--- config.mk ---
export PLATFORM = sky130hd
export DESIGN_NAME = sdr_bus_ctrl
export DESIGN_NICKNAME = d
export VERILOG_FILES = /design/src/sdr_bus_ctrl.v /design/src/sync_fifo.v /design/src/pin_sync.v
export VERILOG_INCLUDE_DIRS = /design/src
export SDC_FILE = /design/constraint.sdc
export NUM_CORES = 1
export LEC_CHECK = 0
export BUFFER_PORTS_ARGS = -buffer_cell sky130_fd_sc_hd__buf_2
export CORE_ASPECT_RATIO = 0.6
export CORE_MARGIN = 4
export CORE_UTILIZATION = 55
export DETAILED_ROUTE_END_ITERATION = 16
export PLACE_DENSITY_LB_ADDON = 0.08
export SYNTH_ARGS = -nofsm -noshare
export SYNTH_HDL_FRONTEND = slang
export SYNTH_SLANG_ARGS = --single-unit
export TNS_END_PERCENT = 1
--- constraint.sdc ---
create_clock -name ref_clk -period 3.65 [get_ports ref_clk]
set_input_delay 0.365 -clock ref_clk [delete_from_list [all_inputs] [get_ports ref_clk]]
set_output_delay 0.365 -clock ref_clk [all_outputs]
set_load 0.005 [all_outputs]
--- src/sdr_bus_defs.vh ---
// Operation
// RULE_01 - Strong pull-up on during open-drain phases.
// RULE_02 - Push-pull: pull-up off, one driver.
// RULE_03 - Read data bits: controller releases SDA.
// RULE_04 - Write data bits driven with own SCL.
// RULE_05 - Each byte is eight bits plus ninth.
// RULE_06 - Read ninth bit: target continues, controller ends.
// RULE_07 - Read ninth bit runs open drain.
// RULE_08 - Write ninth bit carries byte parity.
// RULE_09 - Write stays push-pull through ninth bit.
// RULE_10 - Controller always drives SCL, sets phases.
// RULE_11 - Targets never drive SCL.
// RULE_12 - Open drain where targets may pull low.
// RULE_13 - Single data rate is the default mode.
// RULE_14 - No high data rate, mixed mode, hot-join.
// RULE_15 - Timing allows hub relay delay.
// RULE_16 - Write parity is odd parity.
`ifndef SDR_BUS_DEFS_VH
`define SDR_BUS_DEFS_VH
`define BITS_PER_BYTE     4'd8
`define NINTH_BIT_IDX     4'd8
`define LAST_BIT_IDX      4'd8
`define SCL_LOW_DEF       16'd50
`define SCL_HIGH_DEF      16'd50
`define HUB_DELAY_DEF     16'd4
`define FIFO_WIDTH_DEF    8
`define FIFO_DEPTH_DEF    32
`define FIFO_AW_DEF       5
`define READ_CONTINUE     1'b1
`endif

--- src/sdr_bus_ctrl.v ---
`include "sdr_bus_defs.vh"
// Byte engine for the single-data-rate sideband bus. Write bytes come in
// through a FIFO; read bytes go out as one-cycle pulses on rd_valid.
// Start, stop and address phases are the job of the surrounding sequencer.
module sdr_bus_ctrl #(
  parameter [15:0] SCL_LOW  = `SCL_LOW_DEF,
  parameter [15:0] SCL_HIGH = `SCL_HIGH_DEF,
  parameter [15:0] HUB_DLY  = `HUB_DELAY_DEF
) (
  input  wire       ref_clk,
  input  wire       srst,
  input  wire       wr_valid,
  output wire       wr_ready,
  input  wire [7:0] wr_data,
  input  wire       wr_last,
  input  wire       rd_start,
  input  wire       rd_stop,
  output reg  [7:0] rd_data,
  output reg        rd_valid,
  output reg        rd_more,
  output reg        busy,
  output reg        scl_o,
  output reg        sda_o,
  output reg        sda_oe,
  output reg        sda_pu_en,
  input  wire       sda_i,
  input  wire       scl_i
);
  // Single-data-rate framing only; no high-rate or mixed modes. [RULE_13] [RULE_14]
  localparam [4:0] ST_IDLE  = 5'b00001;
  localparam [4:0] ST_WRITE = 5'b00010;
  localparam [4:0] ST_READ  = 5'b00100;
  localparam [4:0] ST_RTBIT = 5'b01000;
  localparam [4:0] ST_WLAST = 5'b10000;

  reg  [4:0]  state_q;
  reg  [15:0] tmr_q;
  reg         phase_hi_q;
  reg  [3:0]  bit_q;
  reg  [7:0]  shift_q;
  reg         par_q;
  reg         last_q;
  reg         stop_q;
  wire        sda_s;
  wire        scl_s;
  wire        f_valid;
  wire        f_ready;
  wire [8:0]  f_data;
  wire        tick;
  wire        rise;
  wire        fall;

  sync_fifo #(
    .WIDTH (9),
    .DEPTH (`FIFO_DEPTH_DEF),
    .AW    (`FIFO_AW_DEF)
  ) u_fifo (
    .ref_clk   (ref_clk),
    .srst      (srst),
    .in_valid  (wr_valid),
    .in_ready  (wr_ready),
    .in_data   ({wr_last, wr_data}),
    .out_valid (f_valid),
    .out_ready (f_ready),
    .out_data  (f_data)
  );

  pin_sync #(.RESET_VAL (1'b1)) u_sda_sync (
    .ref_clk (ref_clk),
    .srst    (srst),
    .pin_in  (sda_i),
    .level_q (sda_s)
  );

  // SCL is looped back only so its own level is seen; no target drives it.
  pin_sync #(.RESET_VAL (1'b1)) u_scl_sync (
    .ref_clk (ref_clk),
    .srst    (srst),
    .pin_in  (scl_i),
    .level_q (scl_s)
  );

  assign f_ready = (state_q == ST_IDLE);
  // Phase timer: the high phase is stretched by the hub relay delay. [RULE_15]
  assign tick = (state_q != ST_IDLE) && (tmr_q == 16'd0); // [RULE_10]
  assign rise = tick && !phase_hi_q;
  assign fall = tick && phase_hi_q;

  always @(posedge ref_clk) begin
    if (srst) begin
      state_q    <= ST_IDLE;
      tmr_q      <= 16'd0;
      phase_hi_q <= 1'b0;
      bit_q      <= 4'd0;
      shift_q    <= 8'h00;
      par_q      <= 1'b1;
      last_q     <= 1'b0;
      stop_q     <= 1'b0;
      rd_data    <= 8'h00;
      rd_valid   <= 1'b0;
      rd_more    <= 1'b0;
      busy       <= 1'b0;
      scl_o      <= 1'b0;
      sda_o      <= 1'b1;
      sda_oe     <= 1'b0;
      sda_pu_en  <= 1'b1;
    end else begin
      rd_valid <= 1'b0;
      if (rd_stop) begin
        stop_q <= 1'b1;
      end
      if (state_q != ST_IDLE) begin
        if (tmr_q != 16'd0) begin
          tmr_q <= tmr_q - 16'd1;
        end else if (phase_hi_q) begin
          tmr_q <= SCL_LOW - 16'd1;
        end else begin
          tmr_q <= SCL_HIGH + HUB_DLY - 16'd1; // [RULE_15]
        end
        if (tick) begin
          phase_hi_q <= !phase_hi_q;
          scl_o      <= !phase_hi_q; // [RULE_10]
        end
      end
      case (state_q)
        ST_IDLE: begin
          scl_o      <= 1'b0;
          phase_hi_q <= 1'b0;
          bit_q      <= 4'd0;
          busy       <= 1'b0;
          sda_oe     <= 1'b0;
          sda_pu_en  <= 1'b1; // [RULE_12]
          if (f_valid) begin
            // Push-pull for the whole write byte and its ninth bit. [RULE_09]
            shift_q   <= f_data[7:0];
            last_q    <= f_data[8];
            par_q     <= ~^f_data[7:0]; // [RULE_08] [RULE_16]
            sda_o     <= f_data[7];
            sda_oe    <= 1'b1; // [RULE_04]
            sda_pu_en <= 1'b0; // [RULE_02]
            tmr_q     <= SCL_LOW - 16'd1;
            busy      <= 1'b1;
            state_q   <= ST_WRITE;
          end else if (rd_start) begin
            sda_oe    <= 1'b0; // [RULE_03]
            sda_pu_en <= 1'b0; // [RULE_02]
            stop_q    <= 1'b0;
            tmr_q     <= SCL_LOW - 16'd1;
            busy      <= 1'b1;
            state_q   <= ST_READ;
          end
        end
        ST_WRITE: begin
          if (fall) begin
            if (bit_q == `NINTH_BIT_IDX) begin
              // Back to open drain between bytes. [RULE_01]
              sda_oe    <= 1'b0;
              sda_pu_en <= 1'b1;
              state_q   <= ST_IDLE;
            end else if (bit_q == `BITS_PER_BYTE - 4'd1) begin
              sda_o <= par_q; // [RULE_08]
              bit_q <= bit_q + 4'd1; // [RULE_05]
            end else begin
              sda_o   <= shift_q[6];
              shift_q <= {shift_q[6:0], 1'b0};
              bit_q   <= bit_q + 4'd1;
            end
          end
        end
        ST_READ: begin
          if (fall) begin
            // The synchronised level lags the pin, so the target's bit is
            // taken at the end of the high phase, before it moves. [RULE_03]
            shift_q <= {shift_q[6:0], sda_s};
            if (bit_q == `BITS_PER_BYTE - 4'd1) begin
              sda_pu_en <= 1'b1; // [RULE_07] [RULE_01]
              // Pull low during the ninth bit to end the read. [RULE_06]
              sda_o     <= 1'b0;
              sda_oe    <= stop_q;
              bit_q     <= `NINTH_BIT_IDX;
              state_q   <= ST_RTBIT;
            end else begin
              bit_q <= bit_q + 4'd1;
            end
          end
        end
        ST_RTBIT: begin
          if (fall) begin
            bit_q    <= 4'd0;
            rd_data  <= shift_q;
            rd_more  <= sda_s & !stop_q; // [RULE_06]
            rd_valid <= 1'b1;
            if ((sda_s & !stop_q) == `READ_CONTINUE) begin
              sda_pu_en <= 1'b0; // [RULE_07] [RULE_02]
              sda_oe    <= 1'b0;
              state_q   <= ST_READ;
            end else begin
              sda_oe  <= 1'b0;
              state_q <= ST_IDLE;
            end
          end
        end
        default: begin
          state_q <= ST_IDLE;
        end
      endcase
    end
  end
endmodule // sdr_bus_ctrl

--- src/sync_fifo.v ---
`include "sdr_bus_defs.vh"
module sync_fifo #(
  parameter WIDTH = `FIFO_WIDTH_DEF,
  parameter DEPTH = `FIFO_DEPTH_DEF,
  parameter AW    = `FIFO_AW_DEF
) (
  input  wire             ref_clk,
  input  wire             srst,
  input  wire             in_valid,
  output wire             in_ready,
  input  wire [WIDTH-1:0] in_data,
  output wire             out_valid,
  input  wire             out_ready,
  output reg  [WIDTH-1:0] out_data
);
  reg [WIDTH-1:0] mem [0:DEPTH-1];
  reg [AW-1:0]    wr_q;
  reg [AW-1:0]    rd_q;
  reg [AW:0]      cnt_q;
  wire            push;
  wire            pop;
  assign in_ready  = (cnt_q != DEPTH[AW:0]);
  assign out_valid = (cnt_q != {(AW+1){1'b0}});
  assign push      = in_valid & in_ready;
  assign pop       = out_valid & out_ready;
  always @* begin
    out_data = mem[rd_q];
  end
  always @(posedge ref_clk) begin
    if (push) begin
      mem[wr_q] <= in_data;
    end
    if (srst) begin
      wr_q  <= {AW{1'b0}};
      rd_q  <= {AW{1'b0}};
      cnt_q <= {(AW+1){1'b0}};
    end else begin
      if (push) begin
        wr_q <= (wr_q == DEPTH[AW-1:0] - 1'b1) ? {AW{1'b0}} : wr_q + 1'b1;
      end
      if (pop) begin
        rd_q <= (rd_q == DEPTH[AW-1:0] - 1'b1) ? {AW{1'b0}} : rd_q + 1'b1;
      end
      if (push && !pop) begin
        cnt_q <= cnt_q + 1'b1;
      end else if (pop && !push) begin
        cnt_q <= cnt_q - 1'b1;
      end
    end
  end
endmodule // sync_fifo

--- src/pin_sync.v ---
// Three-stage sampler; the output moves once stages two and three agree.
module pin_sync #(
  parameter RESET_VAL = 1'b1
) (
  input  wire ref_clk,
  input  wire srst,
  input  wire pin_in,
  output reg  level_q
);
  reg s1_q;
  reg s2_q;
  reg s3_q;
  always @(posedge ref_clk) begin
    if (srst) begin
      s1_q    <= RESET_VAL;
      s2_q    <= RESET_VAL;
      s3_q    <= RESET_VAL;
      level_q <= RESET_VAL;
    end else begin
      s1_q <= pin_in;
      s2_q <= s1_q;
      s3_q <= s2_q;
      if (s2_q == s3_q) begin
        level_q <= s3_q;
      end
    end
  end
endmodule // pin_sync

# [Word-level counts from Yosys, hierarchy flattened]
# Memory sizes are Yosys's and may differ from the RTL's. A register that Yosys moved wholly into a read port is not among the register bits.
# Cells that the tools add are included.
[totals] output_inout_bits=16 reg_bits=70 wordCells=144 ram_bits=288 n_memories=1 input_bits=16
[mem_list] memory="u_fifo.mem" words=32 width=9 rd=1 rd_ports_with_merged_regs=1 write_ports=1 line="sync_fifo.v:16" text="reg [WIDTH-1:0] mem [0:DEPTH-1];"
[op_classes] bitwise=4 eq_ne=21 n_mux=65 n_addsub=6 reduce_logical=26
[ops] op="$mux W16" count=5
[ops] op="$mux W5" count=11
[ops] op="$mux W8" count=5
[ops] op="$mux W1" count=29
[ops] op="$pmux W8 S3" count=1
[ops] op="$reduce_and A6 Y1" count=4
[ops] op="$mux W4" count=5
[ops] op="$pmux W5 S4" count=1
[ops] op="$logic_not A16 Y1" count=1
[ops] op="$ne A2 B2 Y1 const B" count=8
[ops] op="$pmux W4 S4" count=1
[ops] op="$reduce_bool A16 Y1" count=1
[ops] op="$sub A16 B1 Y16 const B" count=1
[ops] op="$mux W6" count=2
[ops] op="$add A5 B1 Y5 const B" count=2
[ops] op="$eq A5 B5 Y1 const B" count=2
[ops] op="$pmux W1 S4" count=2
[ops] op="$reduce_xnor A8 Y1" count=1
[ops] op="$reduce_and A7 Y1" count=1
[ops] op="$add A6 B1 Y6 const B" count=1
[ops] op="$mux W3" count=2
[ops] op="$ne A6 B6 Y1 const B" count=1
[ops] op="$reduce_and A2 Y1" count=3
[ops] op="$reduce_bool A6 Y1" count=1
[ops] op="other kinds (22)" count=31

# [Longest topological paths before layout]
# Gate-level depths: netlist (run 1).
[depth] word_depth=6 mapped_depth=15 mapped_depth_nobuf=15

# [By module]
# Synthesis (run 1) repeated with hierarchy kept, for this count alone.
[hier_totals] hier_cells=974 area_unflattened_um2=14875.5
[modules_own_cells] mod="sync_fifo" area_each_um2=12288.0 instances=1 cells_per_inst=677 seq_area_each_um2=9068.7
[modules_own_cells] mod="sdr_bus_ctrl" area_each_um2=2472.4 instances=1 cells_per_inst=287 seq_area_each_um2=980.9
[modules_own_cells] mod="pin_sync" area_each_um2=115.1 instances=1 cells_per_inst=10 seq_area_each_um2=80.1

# [Worst setup path before layout (run 1)]
# No wires, ideal clock.
[synth_timing] path_type="register to register" start="register u_fifo.cnt_q[1]" end="register u_fifo.cnt_q[5]" stages_incl_launch_ff=16 setup_time_ns=0.071 t_arrival_ns=3.437 required_ns=3.579 path_slack_ns=0.142 n_path_buf=2 synth_period_minus_slack_ns=3.508 cell_sequence="dfxtp_1 > or4_1 > or3_1 > clkbuf_1 > nand2_1 > clkbuf_1 > ha_1 > inv_1 > ha_1 > a21o_1 > a21oi_1 > o21bai_1 > a21oi_1 > xnor2_1 > or3_1 > a21oi_1"
[synth_between] elab_chain_cells=5 elab_cells_between_ends=13 cone_classes="2 x add/sub; 1 x eq/ne; 2 x mux; 2 x bitwise; 6 x reduce/logical"
[synth_lines] element="start: declaration" line="sync_fifo.v:19" text="reg [AW:0] cnt_q;"
[synth_lines] element="start signal: assignment" line="sync_fifo.v:36" text="cnt_q <= {(AW+1){1'b0}};"
[synth_lines] element="start signal: assignment" line="sync_fifo.v:45" text="cnt_q <= cnt_q + 1'b1;"
[synth_lines] element="start signal: assignment" line="sync_fifo.v:47" text="cnt_q <= cnt_q - 1'b1;"
[synth_lines] element="branches (longest 5 deep; another with $sub A6 B1 Y6)"
# Parallel ways; which one is timed is not known. The select of a mux whose other input is x is not followed.
# A chain may end at the register's enable or synchronous reset.

# [Worst setup path in the final report (run 1)]
[layout_timing] start="register u_fifo.cnt_q[1]" end="register u_fifo.cnt_q[5]"
[layout_between] elab_chain_cells=5 elab_cells_between_ends=13 cone_classes="2 x add/sub; 1 x eq/ne; 2 x mux; 2 x bitwise; 6 x reduce/logical"
[layout_lines] element="$ne A6 B6 Y1 (*)" line="sync_fifo.v:22" text="assign in_ready = (cnt_q != DEPTH[AW:0]);"
[layout_lines] element="$and A1 B1 Y1 (*)" line="sync_fifo.v:24" text="assign push = in_valid & in_ready;"
[layout_lines] element="via u_fifo.push" line="sync_fifo.v:20" text="wire push;"
[layout_lines] element="$logic_not A1 Y1" line="sync_fifo.v:46" text="end else if (pop && !push) begin"
[layout_lines] element="$logic_and A1 B1 Y1" line="sync_fifo.v:46"
[layout_lines] element="$reduce_bool A2 Y1 (no source line)"
# The timed path passes the listed nets; every way through them passes the cells marked *. The select of a mux whose other input is x is not followed.

==> results.md, run 1 <==
* Multi-input logic area at between 0.004 and 0.005 sq mm
* Die area at 0.0270 sq mm
* All-Layer GR Usage at between 20% and 30%
* Max-cap viol count at 0
* Main synth FF type: edfxtp_1
* Die Width at between 200 and 250 um
* PortBufs at 29
* Required time of the critical path at 4.14 ns
* Flop2flop setup slack at roughly 0.25 ns
* Hold Violations, Final at 0
* EDFF count, synth at approximately 260
* Hold Path End: stop_q
* Drt wl/cell at 24.0 um
* Yosys synthesis warning count at 0
* Via count at around 7800
* Sequential element share of the synthesized area at 68.3%
* Part of the power in registers at 42.0%
* Max_slew headroom at 38.7%
* Net Sw Frac at 31.6%
* Nets@finish at 949
* Clk slew on worst S/H paths at 0.07 ns
* Initial core utilization at about 57%
* DRC errors left at 0
* Worst Skew at approximately 0.023 ns
* Routability Congestion at just under 0.9
* WS Path Type: register to register
* Synth area leader: edfxtp_1
* Storage element area at 0.00917 sq mm
* Worst path slowest cell: or4_1
* Die extent in y at 129 um
* Power density over the cells at approximately 720 mW/mm^2
* First-pass GRT wire length at 45900 um
* Status: finished, final reports clean
* FF-to-FF Start: u_fifo.cnt_q[1]
* Number of buffers created by CTS at 30
* DR pass1 iterations at 5
* Sum Neg Setup Slack at 0 ns
* Worst Setup Start Kind: register
* Min Tclk post-route at 3.40 ns
* Fmax at 294 MHz
* P&R area growth vs syn at 11.2%
* Placed Instances at 1198
* Syn_area_per_cell at 15.2 sq um
* Placed wire-length estimate at 19700 um
* Sw Pwr at 0.00340 W
* Setup Fix Bufs, Post-CTS at 0
* Reg2reg end: u_fifo.cnt_q[5]
* Max clock buf depth at 3
* Core region area at 0.0236 sq mm
* Crit path DAT at between 3 and 4 ns
* Avg Vias per Cell at slightly above 6
* Finish-stage setup viols at 0
* Initial antenna violation count at 0
* Leakage at around 5 nW
* Crit-path max FO at 8
* Tcrit/Tclk final at 93.1%
* Non-Filler Instances at ~1300
* Top post-synthesis cells by area: edfxtp_1 57%, dfxtp_1 11%, mux4_2 9.4%
* Vias in the first global route at 7584
* Max Slew Vio Count at 0
* Filler cells at approximately 1700
* Cell Rows at 43
* Hold path depth at 2
* Largest net degree at the start of global routing at 55
* Number of distinct library cells after synthesis at 61
* Worst path cell trace: or4_1 > nor2_1 > nand2_1 > nand2_2 > clkinv_1 > ha_1 > inv_1 > ha_1 > a21o_1 > a21oi_1 > o21bai_1 > a21oi_1 > xnor2_1 > or3_1 > a21oi_1
* Ys async rst share at 0%
* Post-synthesis instance area at between 0.01 and 0.015 sq mm
* Worst min path class: input port to register
* CP dominant cell by count: a21oi_1
* Syn Nets at 915
* CTS Root Cell: clkbuf_16
* Commonest non-fill, non-tap cells in the layout: 256 x edfxtp_1, 109 x nor2_1, 72 x dfxtp_1
* CTS Sinks at 330
* Hold_sp: rd_start
* Comb pwr share at 29.2%
* Worst-Margin Slew at 0.907 ns
* R2R depth at 15
* Critical Path End Type: register
* Global route total overflow at 0
* Final WL at around 30000 um
* Clock power frac at 28.8%
* Boundary pin count at 32
* Insertion delay to the later sink of the worst-skew pair at 0.56 ns
* Commonest non-fill, non-tap cell in the layout: edfxtp_1
* Layout cell share with drive strength beyond 1 at 17.8%
* Antenna Nets Post-Route at 0
* Syn Inst Count at around 880
* VDD IR max at 0.000424 V
* Synth top area share at 57.3%
* DR iter-0 viols at 843
* Internal power at 0.00736 W
* TritonCTS clock tree: yes
* H-tree depth at 1
* Synthesized flop and latch total at 330
* Largest stage delay, worst path at between 0.5 and 0.6 ns
-- power by group through the flow --
stage | sequential [W] | clock, W | combinational (W)
6_report | 0.00452 | 0.00310 | 0.00314
5_1_grt | 0.00455 | 0.00330 | 0.00343
4_1_cts | 0.00452 | 0.00315 | 0.00312
3_5_place_dp | 0.00460 | 0 | 0.00310
3_3_place_gp | 0.00458 | 0 | 0.00299
2_1_floorplan | 0.00447 | 0 | 0.00235
-- synth_stat cells (all sizes together) (2+ instances only) --
master,number
edfxtp,256
nor2,109
dfxtp,74
mux4,56
a21oi,43
nand2,43
clkbuf,28
mux2i,25
xnor2,19
a22oi,16
ha,16
buf,15
inv,15
o21ai,15
nor3,13
a31oi,12
a221oi,11
nand3,11
and2,10
o21bai,10
and3,9
nand3b,7
a311oi,6
xor2,6
a211oi,5
nor4b,5
or4,5
a21o,4
nor2b,4
nor4,4
or2,4
nand4,3
or3,3
or4b,3
nor3b,2
o21a,2
or3b,2
-- cells by family after synthesis --
kind of cell | after synthesis | synth area share, %
multiplexers | 81 | 11.3
adder cells (fa/ha/maj) | 17 | 1.64
XOR/XNOR | 25 | 1.63
AND/OR/NAND/NOR | 239 | 8.80
flip-flops | 330 | 68.3
buffers and inverters | 59 | 1.80
AO/OA/AOI/OAI | 131 | 6.54
-- worst max-delay path by stage --
| stage | from | endpoint | slack, ns |
|---|---|---|---|
| CTS | u_fifo.cnt_q[1] | u_fifo.cnt_q[5] | 0.18 |
| finish | u_fifo.cnt_q[1] | u_fifo.cnt_q[5] | 0.25 |
| floorplan | u_fifo.cnt_q[1] | u_fifo.cnt_q[5] | 0.14 |
| global route | u_fifo.cnt_q[1] | u_fifo.cnt_q[5] | -0.02 |
| global placement | u_fifo.cnt_q[1] | u_fifo.cnt_q[5] | 0.35 |
| detailed placement | u_fifo.cnt_q[1] | u_fifo.cnt_q[5] | 0.27 |
-- cell type report --
class | instances | share of cell area, %
sequential | 330 | 61.5
multi-input combinational | 493 | 26.9
clock buffer | 40 | 5.69
tap | 315 | 2.64
timing repair buffer | 45 | 2.05
clock inverter | 16 | 0.863
inverter | 16 | 0.402
antenna | 1 | 0.0168
-- state kept, by name (all words and copies together) (netlist names), 4 cells and up, named ones only --
name,count
u_fifo.wr_q,5
rd_data,8
state_q,4
u_fifo.rd_q,5
u_fifo.cnt_q,6
u_fifo.mem,256
bit_q,4
tmr_q,16
shift_q,8
-- critical path, delay by kind of cell (launching register included) --
| kind | cells | cell delay, ns |
|---|---|---|
| XOR/XNOR | 1 | 0.10 |
| AO/OA/AOI/OAI | 5 | 0.86 |
| AND/OR/NAND/NOR | 5 | 1.25 |
| adder cells (fa/ha/maj) | 2 | 0.52 |
| buffers and inverters | 2 | 0.27 |
| flip-flops | 1 | 0.34 |
-- stage by stage --
step | worst slack [ns] | util [%] | area [sq um] | total power (W) | hold slack (ns)
after floorplan | 0.142 | - | 13400 | 0.00683 | 0.389
after global placement | 0.351 | 59.1 | 13900 | 0.00757 | 0.391
after detailed placement | 0.269 | 59.1 | 13900 | 0.00769 | 0.410
after CTS | 0.178 | 63.3 | 14900 | 0.0108 | 0.0359
after global routing | -0.0155 | 63.3 | 14900 | 0.0113 | 0.0533
final | 0.251 | 63.3 | 14900 | 0.0108 | 0.0619
-- per-layer routing --
metal | wire length (um) | track usage [%] | part of all wire [%]
met5 | 0 | 0 | 0
met4 | 340 | 3.18 | 1.1
met3 | 2790 | 6.70 | 9.3
met2 | 12700 | 31.2 | 42
met1 | 14200 | 36.3 | 47
-- what timing repair did --
item,in CTS,in global routing
endpoints found under the hold margin,1,0
endpoints found under the setup margin,0,1
resized for setup,0,1
hold buffers,1,0
(Power assumes the default switching activity.)
==> run 2, diff against run 1 <==
--- a/config.mk
+++ b/config.mk
@@ -11,7 +11,7 @@
 export CORE_MARGIN = 4
 export CORE_UTILIZATION = 55
 export DETAILED_ROUTE_END_ITERATION = 16
-export PLACE_DENSITY_LB_ADDON = 0.08
+export PLACE_DENSITY = 0.74
 export SYNTH_ARGS = -nofsm -noshare
 export SYNTH_HDL_FRONTEND = slang
 export SYNTH_SLANG_ARGS = --single-unit
==> run 2 against run 1 <==
  * Hold slack gained 0.0041 ns
  * Utilization hardly changed
  * Non-clock buffer count is 1 higher
==> results.md, run 2 (synthesized netlist as in run 1, its figures left out) <==
* Global route total overflow at 0 (unchanged)
* Unrepaired setup endpoints after global routing: no
* Hold_ws at 0.0660 ns (+0.00408 ns)
* Via count at 7741 (-0.63%)
* TritonCTS clock tree: yes
* Nets@finish at 948 (-0.11%)
* H-tree depth at 1 (unchanged)
* Commonest non-fill, non-tap cell in the layout: edfxtp_1
* Hold Violations, Final at 0 (unchanged)
* Core region area at 0.0236 sq mm (unchanged)
* Crit-path max FO at 4 (-4)
* Avg Vias per Cell at 6.18 (-0.31%)
* Ant. Diodes at 0 (-1)
* Fmax at 300 MHz (+1.9%)
* M2 GR Usage at 29.3% (-1.8 points)
* Power density over the cells at 718 mW/mm^2 (-0.42%)
* DR pass1 iterations at 6 (+1)
* Die extent in y at 129 um (unchanged)
* Insertion delay to the later sink of the worst-skew pair at 0.56 ns (about the same)
* WS Path Type: register to register
* R2R depth at 13 (-2)
* Max Slew Vio Count at 0 (unchanged)
* Crit path DAT at 3.82 ns (-0.07 ns)
* Min Tclk post-route at 3.33 ns (-0.0649 ns)
* Worst-Margin Slew at 0.974 ns (+0.0669 ns)
* Leakage at 4.93 nW (about the same)
* Placed wire-length estimate at 18600 um (-5.6%)
* Critical Path End Type: register
* Placed cell areas at 0.0139 sq mm (about the same)
* Max clock buf depth at 3 (unchanged)
* Final WL at 28900 um (-4.0%)
* Finish-stage setup viols at 0 (unchanged)
* CTS Sinks at 330 (unchanged)
* Max_slew headroom at 34.8% (-3.8 points)
* Largest net degree at the start of global routing at 40 (-27%)
* Final worst slack at 0.316 ns (+0.0649 ns)
* Tcrit/Tclk final at 91.3% (-1.8 points)
* Hold path depth at 2 (unchanged)
* Worst Skew at 0.0183 ns (-0.00514 ns)
* GRT met3 Usage at 6.70% (unchanged)
* Cell Rows at 43 (unchanged)
* Most used routing layer in global routing: met1
* DRC errors left at 0 (unchanged)
* Worst Setup Start Kind: register
* Required time of the critical path at 4.14 ns (about the same)
* Max-cap viol count at 0 (unchanged)
* VDD IR max at 0.000539 V (+27%)
* Boundary pin count at 32 (unchanged)
* All-Layer GR Usage at 21.5% (-0.96 points)
* Commonest non-fill, non-tap cells in the layout: 256 x edfxtp_1, 109 x nor2_1, 72 x dfxtp_1
* Met1 Use GR at 34.6% (-1.7 points)
* First-pass GRT wire length at 44000 um (-4.1%)
* Vias in the first global route at 7316 (-3.5%)
* Die area at 0.0270 sq mm (unchanged)
* Largest register by flop count: u_fifo.mem
* DR iter-0 viols at 1102 (+31%)
* Max reg flops at 256 (unchanged)
* Pwr Total at 0.0107 W (-0.41%)
* Status: finished, final reports clean
* Initial core utilization at 56.9% (unchanged)
* Routability Congestion at 0.873 (-0.50%)
* Setup WS pre-CTS at 0.275 ns (+0.00638 ns)
* Die Width at 210 um (unchanged)
* Initial antenna violation count at 3 (+3)
* Worst min path class: input port to register
* Sum Neg Setup Slack at 0 ns (unchanged)
* Clk slew on worst S/H paths at 0.07 ns (about the same)
* Layout cell share with drive strength beyond 1 at 18.0% (+0.27 points)
* CTS Root Cell: clkbuf_16
* Antenna Nets Post-Route at 0 (unchanged)
* PortBufs at 29 (unchanged)
* Number of buffers created by CTS at 28 (-6.7%)
* Final Cell Area at 0.0149 sq mm (about the same)
* Drt wl/cell at 23.1 um (-3.7%)
* P&R area growth vs syn at 11.2% (about the same)
* Biggest registers after layout: u_fifo.mem x256, tmr_q x16
-- run 2: layout make-up --
cell class / count / area, sq um
inverters: 16 / 60.1
well taps: 315 / 394
fillers: 1655 / 8640
clock buffers: 39 / 846
repair buffers: 46 / 313
flip-flops and latches: 330 / 9180
multi-input cells: 493 / 4010
clock inverters: 13 / 126
-- run 2: final timing paths --
kind                    from         endpoint  slack [ns]
max          u_fifo.cnt_q[1]  u_fifo.cnt_q[5]        0.32
min                 rd_start           stop_q        0.07
max reg2reg  u_fifo.cnt_q[1]  u_fifo.cnt_q[5]        0.32
min reg2reg  u_sda_sync.s1_q  u_sda_sync.s2_q        0.41
-- run 2: repair_timing --
| action | in CTS | in global routing |
|---|---|---|
| resized for setup | 0 | 1 |
| setup endpoints to repair | 0 | 1 |
| hold endpoints to repair | 1 | 0 |
| buffers inserted | 0 | 0 |
| hold buffers | 1 | 0 |
-- run 2: per-stage QoR --
stage / utilization [%] / std cells
floorplan: - / 882
global placement: 59.2 / 1199
detailed placement: 59.2 / 1199
CTS: 63.3 / 1252
global route: 63.3 / 1252
finish: 63.3 / 1252
-- run 2: per-layer routing --
layer | up-vias | part of all wire [%] | routed length [um]
met5 | - | 0.045 | 13
met4 | 2 | 1.6 | 462
met3 | 41 | 12 | 3390
met2 | 377 | 41 | 11900
met1 | 3849 | 45 | 13100
li1 | 3472 | - | -
-- run 2: where the power goes --
group          internal (W)  switching, W  total, W
logic               0.00133       0.00173   0.00306
clock network       0.00177       0.00133   0.00310
registers           0.00427      0.000288   0.00456
-- run 2: worst max-delay path: stages, from the launching register on --
cell	delay, ns
dfxtp_1	0.33
or4_1	0.56
or3_1	0.35
nand2_1	0.11
ha_1	0.24
inv_1	0.12
ha_1	0.30
a21o_1	0.17
a21oi_1	0.22
o21bai_1	0.09
a21oi_1	0.22
xnor2_1	0.10
or3_1	0.30
a21oi_1	0.13
==> run 3, diff against run 2 <==
--- a/config.mk
+++ b/config.mk
@@ -6,6 +6,7 @@
 export SDC_FILE = /design/constraint.sdc
 export NUM_CORES = 1
 export LEC_CHECK = 0
+export ABC_AREA = 1
 export BUFFER_PORTS_ARGS = -buffer_cell sky130_fd_sc_hd__buf_2
 export CORE_ASPECT_RATIO = 0.6
 export CORE_MARGIN = 4
==> run 3 against run 2 <==
  * Synthesized cell count increased by 61%
  * Synthesized area up 5.9%
  * Via count up 31%
  * Die area is 5.6% higher
  * Global-route usage grew 1.2 points
  * Count of clock-buffer cells in the layout is 1 lower
  * Register-to-register slack improved by 0.09 ns
  * First-iteration DRC count is 9.0% higher
  * Final cell count rose by 42%
  * Critical path depth is 4 higher
  * Power up 1.2%
  * Hold slack got worse by 0.034 ns
  * Largest cell class unchanged
==> results.md, run 3 <==
* Placed cell areas at 0.0146 sq mm (+4.5%)
* Top post-synthesis cells by area: edfxtp_1 54%, nand2_1 12%, dfxtp_1 10%
* R2R depth at 17 (+4)
* Power density over the cells at 702 mW/mm^2 (-2.2%)
* FF-to-FF Start: u_fifo.cnt_q[1]
* Max-cap viol count at 0 (unchanged)
* CTS Root Cell: clkbuf_16
* EDFF count, synth at 256 (unchanged)
* Die extent in y at 133 um (+2.7%)
* Hold Path End: stop_q
* H-tree depth at 1 (unchanged)
* Hold_sp: rd_stop
* Commonest non-fill, non-tap cell in the layout: nand2_1
* Worst-Margin Slew at 1.04 ns (+0.0611 ns)
* Initial core utilization at 56.1% (-0.84 points)
* Global route total overflow at 0 (unchanged)
* Syn_area_per_cell at 10.0 sq um (-34%)
* Unrepaired setup endpoints after global routing: no
* Top-count cell post-synth: nand2_1
* Finish-stage setup viols at 0 (unchanged)
* Post-synthesis instance area at 0.0142 sq mm (+5.9%)
* Max Slew Vio Count at 0 (unchanged)
* PortBufs at 29 (unchanged)
* Top post-synthesis cells by count: 449 x nand2_1, 256 x edfxtp_1, 225 x nand3_1
* Drt wl/cell at 18.5 um (-20%)
* Number of buffers created by CTS at 29 (+3.6%)
* CTS Sinks at 330 (unchanged)
* Hold path depth at 3 (+1)
* Avg Vias per Cell at 5.69 (-8.0%)
* Setup Fix Bufs, Post-CTS at 0 (unchanged)
* Crit-path max FO at 8 (+4)
* Leakage at 5.92 nW (+20%)
* Yosys synthesis warning count at 0 (unchanged)
* P&R area growth vs syn at 8.59%
* Worst min path class: input port to register
* Final WL at 32800 um (+14%)
* DR pass1 iterations at 5 (-1)
* All-Layer GR Usage at 22.8% (+1.2 points)
* Antenna Nets Post-Route at 0 (unchanged)
* Clk slew on worst S/H paths at 0.07 ns (about the same)
* Synth top area share at 54.1% (-3.2 points)
* Commonest non-fill, non-tap cells in the layout: 449 x nand2_1, 256 x edfxtp_1, 225 x nand3_1
* Max_slew headroom at 30.9% (-3.9 points)
* Layout cell share with drive strength beyond 1 at 8.14% (-9.9 points)
* Syn Nets at 1452 (+59%)
* DRC errors left at 0 (unchanged)
* Main synth FF type: edfxtp_1
* Max clock buf depth at 3 (unchanged)
* Vias in the first global route at 9286 (+27%)
* Nets@finish at 1460 (+54%)
* Largest register by flop count: u_fifo.mem
* Boundary pin count at 32 (unchanged)
* TritonCTS clock tree: yes
* Initial antenna violation count at 0 (-3)
* Hold_ws at 0.0323 ns (-0.0337 ns)
* Synth area leader: edfxtp_1
* Storage element area at 0.00917 sq mm (about the same)
* VDD IR max at 0.000504 V (-6.5%)
* Insertion delay to the later sink of the worst-skew pair at 0.57 ns (about the same)
* Syn Inst Count at 1419 (+61%)
* Required time of the critical path at 4.10 ns (-0.04 ns)
* Biggest registers after layout: u_fifo.mem x256, tmr_q x16
* Via count at 10100 (+31%)
* Sum Neg Setup Slack at 0 ns (unchanged)
* Status: finished, final reports clean
* Tcrit/Tclk final at 89.0% (-2.3 points)
* Max reg flops at 256 (unchanged)
* Critical Path End Type: register
* Synthesized flop and latch total at 330 (unchanged)
* Multi-input logic area at 0.00446 sq mm (+11%)
* WS Path Type: register to register
* Crit path DAT at 3.69 ns (-0.13 ns)
* PostCTS Resize Cnt at 0 (unchanged)
* Min Tclk post-route at 3.25 ns (-0.0852 ns)
* Largest net degree at the start of global routing at 94 (+140%)
* Worst Skew at 0.0218 ns (+0.00355 ns)
* Filler cells at 2072 (+25%)
* Final Cell Area at 0.0154 sq mm (+3.4%)
* Reg2reg end: u_fifo.cnt_q[5]
* Ys async rst share at 0% (unchanged)
* Die Width at 216 um (+2.8%)
* Sequential element share of the synthesized area at 64.5% (-3.8 points)
* Ant. Diodes at 0 (unchanged)
* Number of distinct library cells after synthesis at 48 (-21%)
* Routability Congestion at 0.881 (+0.92%)
* Flop2flop setup slack at 0.40 ns (+0.09 ns)
* DR iter-0 viols at 1201 (+9.0%)
* Worst Setup Start Kind: register
* First-pass GRT wire length at 51900 um (+18%)
* Fmax at 308 MHz (+2.6%)
* Placed wire-length estimate at 20500 um (+10%)
* Die area at 0.0286 sq mm (+5.6%)
* Cell Rows at 45 (+4.7%)
* Core region area at 0.0253 sq mm (+7.5%)
* Hold Violations, Final at 0 (unchanged)
-- run 3: cell count changes in the layout (fill, tap and decap cells not counted), moves of 15 or more --
cell and change:
mux2i_1 -25, nand2_1 +407, a22oi_1 -15, o21ai_0 +30
inv_1 +46, nand3_1 +215, xnor2_1 -16, mux4_2 -56
-- run 3: worst max-delay path: stages, from the launching register on --
cell and delay [ns]:
dfxtp_1 0.34, inv_1 0.10, nand4_1 0.13, nor2_1 0.11
nand2_1 0.08, nand2_1 0.22, clkinv_1 0.27, ha_1 0.34
inv_1 0.17, ha_1 0.30, a21oi_1 0.13, and2_1 0.17
o21bai_1 0.09, a21oi_1 0.20, o21ai_0 0.12, a21o_1 0.17
o21ai_0 0.13, a21oi_1 0.05
-- run 3: report_power, final --
part / total, W / internal (W) / switching (W)
combinational: 0.00348 / 0.00107 / 0.00240
sequential: 0.00451 / 0.00429 / 0.000221
clock: 0.00285 / 0.00149 / 0.00135
total: 0.0108 / 0.00686 / 0.00398
-- run 3: kinds of logic (layout without fill, tap and decap cells) --
| family | after synthesis | count (layout) | synth area share, % |
|---|---|---|---|
| adders and majority gates | 17 | 17 | 1.55 |
| AOI/OAI and AO/OA | 106 | 106 | 4.18 |
| xor gates and xnor gates | 13 | 13 | 0.801 |
| buffers and inverters | 133 | 164 | 4.15 |
| and+or+nand+nor | 820 | 820 | 24.8 |
| DFF | 330 | 330 | 64.5 |
-- run 3: layer usage --
layer / vias up / part of all wire (%) / wire length (um) / GRT usage (%)
met3: 40 / 9.9 / 3250 / 4.93
li1: 4850 / - / - / -
met1: 4808 / 47 / 15600 / 37.0
met4: 0 / 1.5 / 500 / 4.47
met2: 416 / 41 / 13500 / 31.7
met5: - / 0 / 0 / 0
-- run 3: layout make-up --
class,count,area share (%)
flip-flops and latches,330,59.4
multi-input cells,956,28.9
clock buffers,38,4.98
well taps,329,2.67
inverters,71,1.75
repair buffers,39,1.69
clock inverters,16,0.608
-- run 3: how the worst max path moves through the flow --
| stage | start | endpoint | slack (ns) | cells past startpoint |
|---|---|---|---|---|
| CTS | u_fifo.cnt_q[0] | u_fifo.cnt_q[5] | 0.45 | 17 |
| detailed placement | u_fifo.cnt_q[0] | u_fifo.cnt_q[5] | 0.47 | 17 |
| floorplan | u_fifo.cnt_q[0] | u_fifo.cnt_q[5] | 0.95 | 17 |
| global placement | u_fifo.cnt_q[0] | u_fifo.cnt_q[5] | 0.59 | 17 |
| global route | u_fifo.cnt_q[0] | u_fifo.cnt_q[5] | 0.02 | 17 |
| finish | u_fifo.cnt_q[1] | u_fifo.cnt_q[5] | 0.40 | 17 |
-- run 3: stage by stage --
step                worst slack [ns]  total power, W  utilization (%)  std cells
floorplan                      0.950         0.00705                -       1419
global placement               0.588         0.00793             57.5       1724
detailed placement             0.467         0.00799             57.5       1724
CTS                            0.446          0.0108             60.9       1779
global route                  0.0179          0.0115             60.9       1779
finish                         0.401          0.0108             60.9       1779
-- run 3: repair_timing --
action                                  in CTS  in global routing
hold endpoints to repair                     1                  0
endpoints found under the setup margin       0                  0
hold buffers                                 1                  0
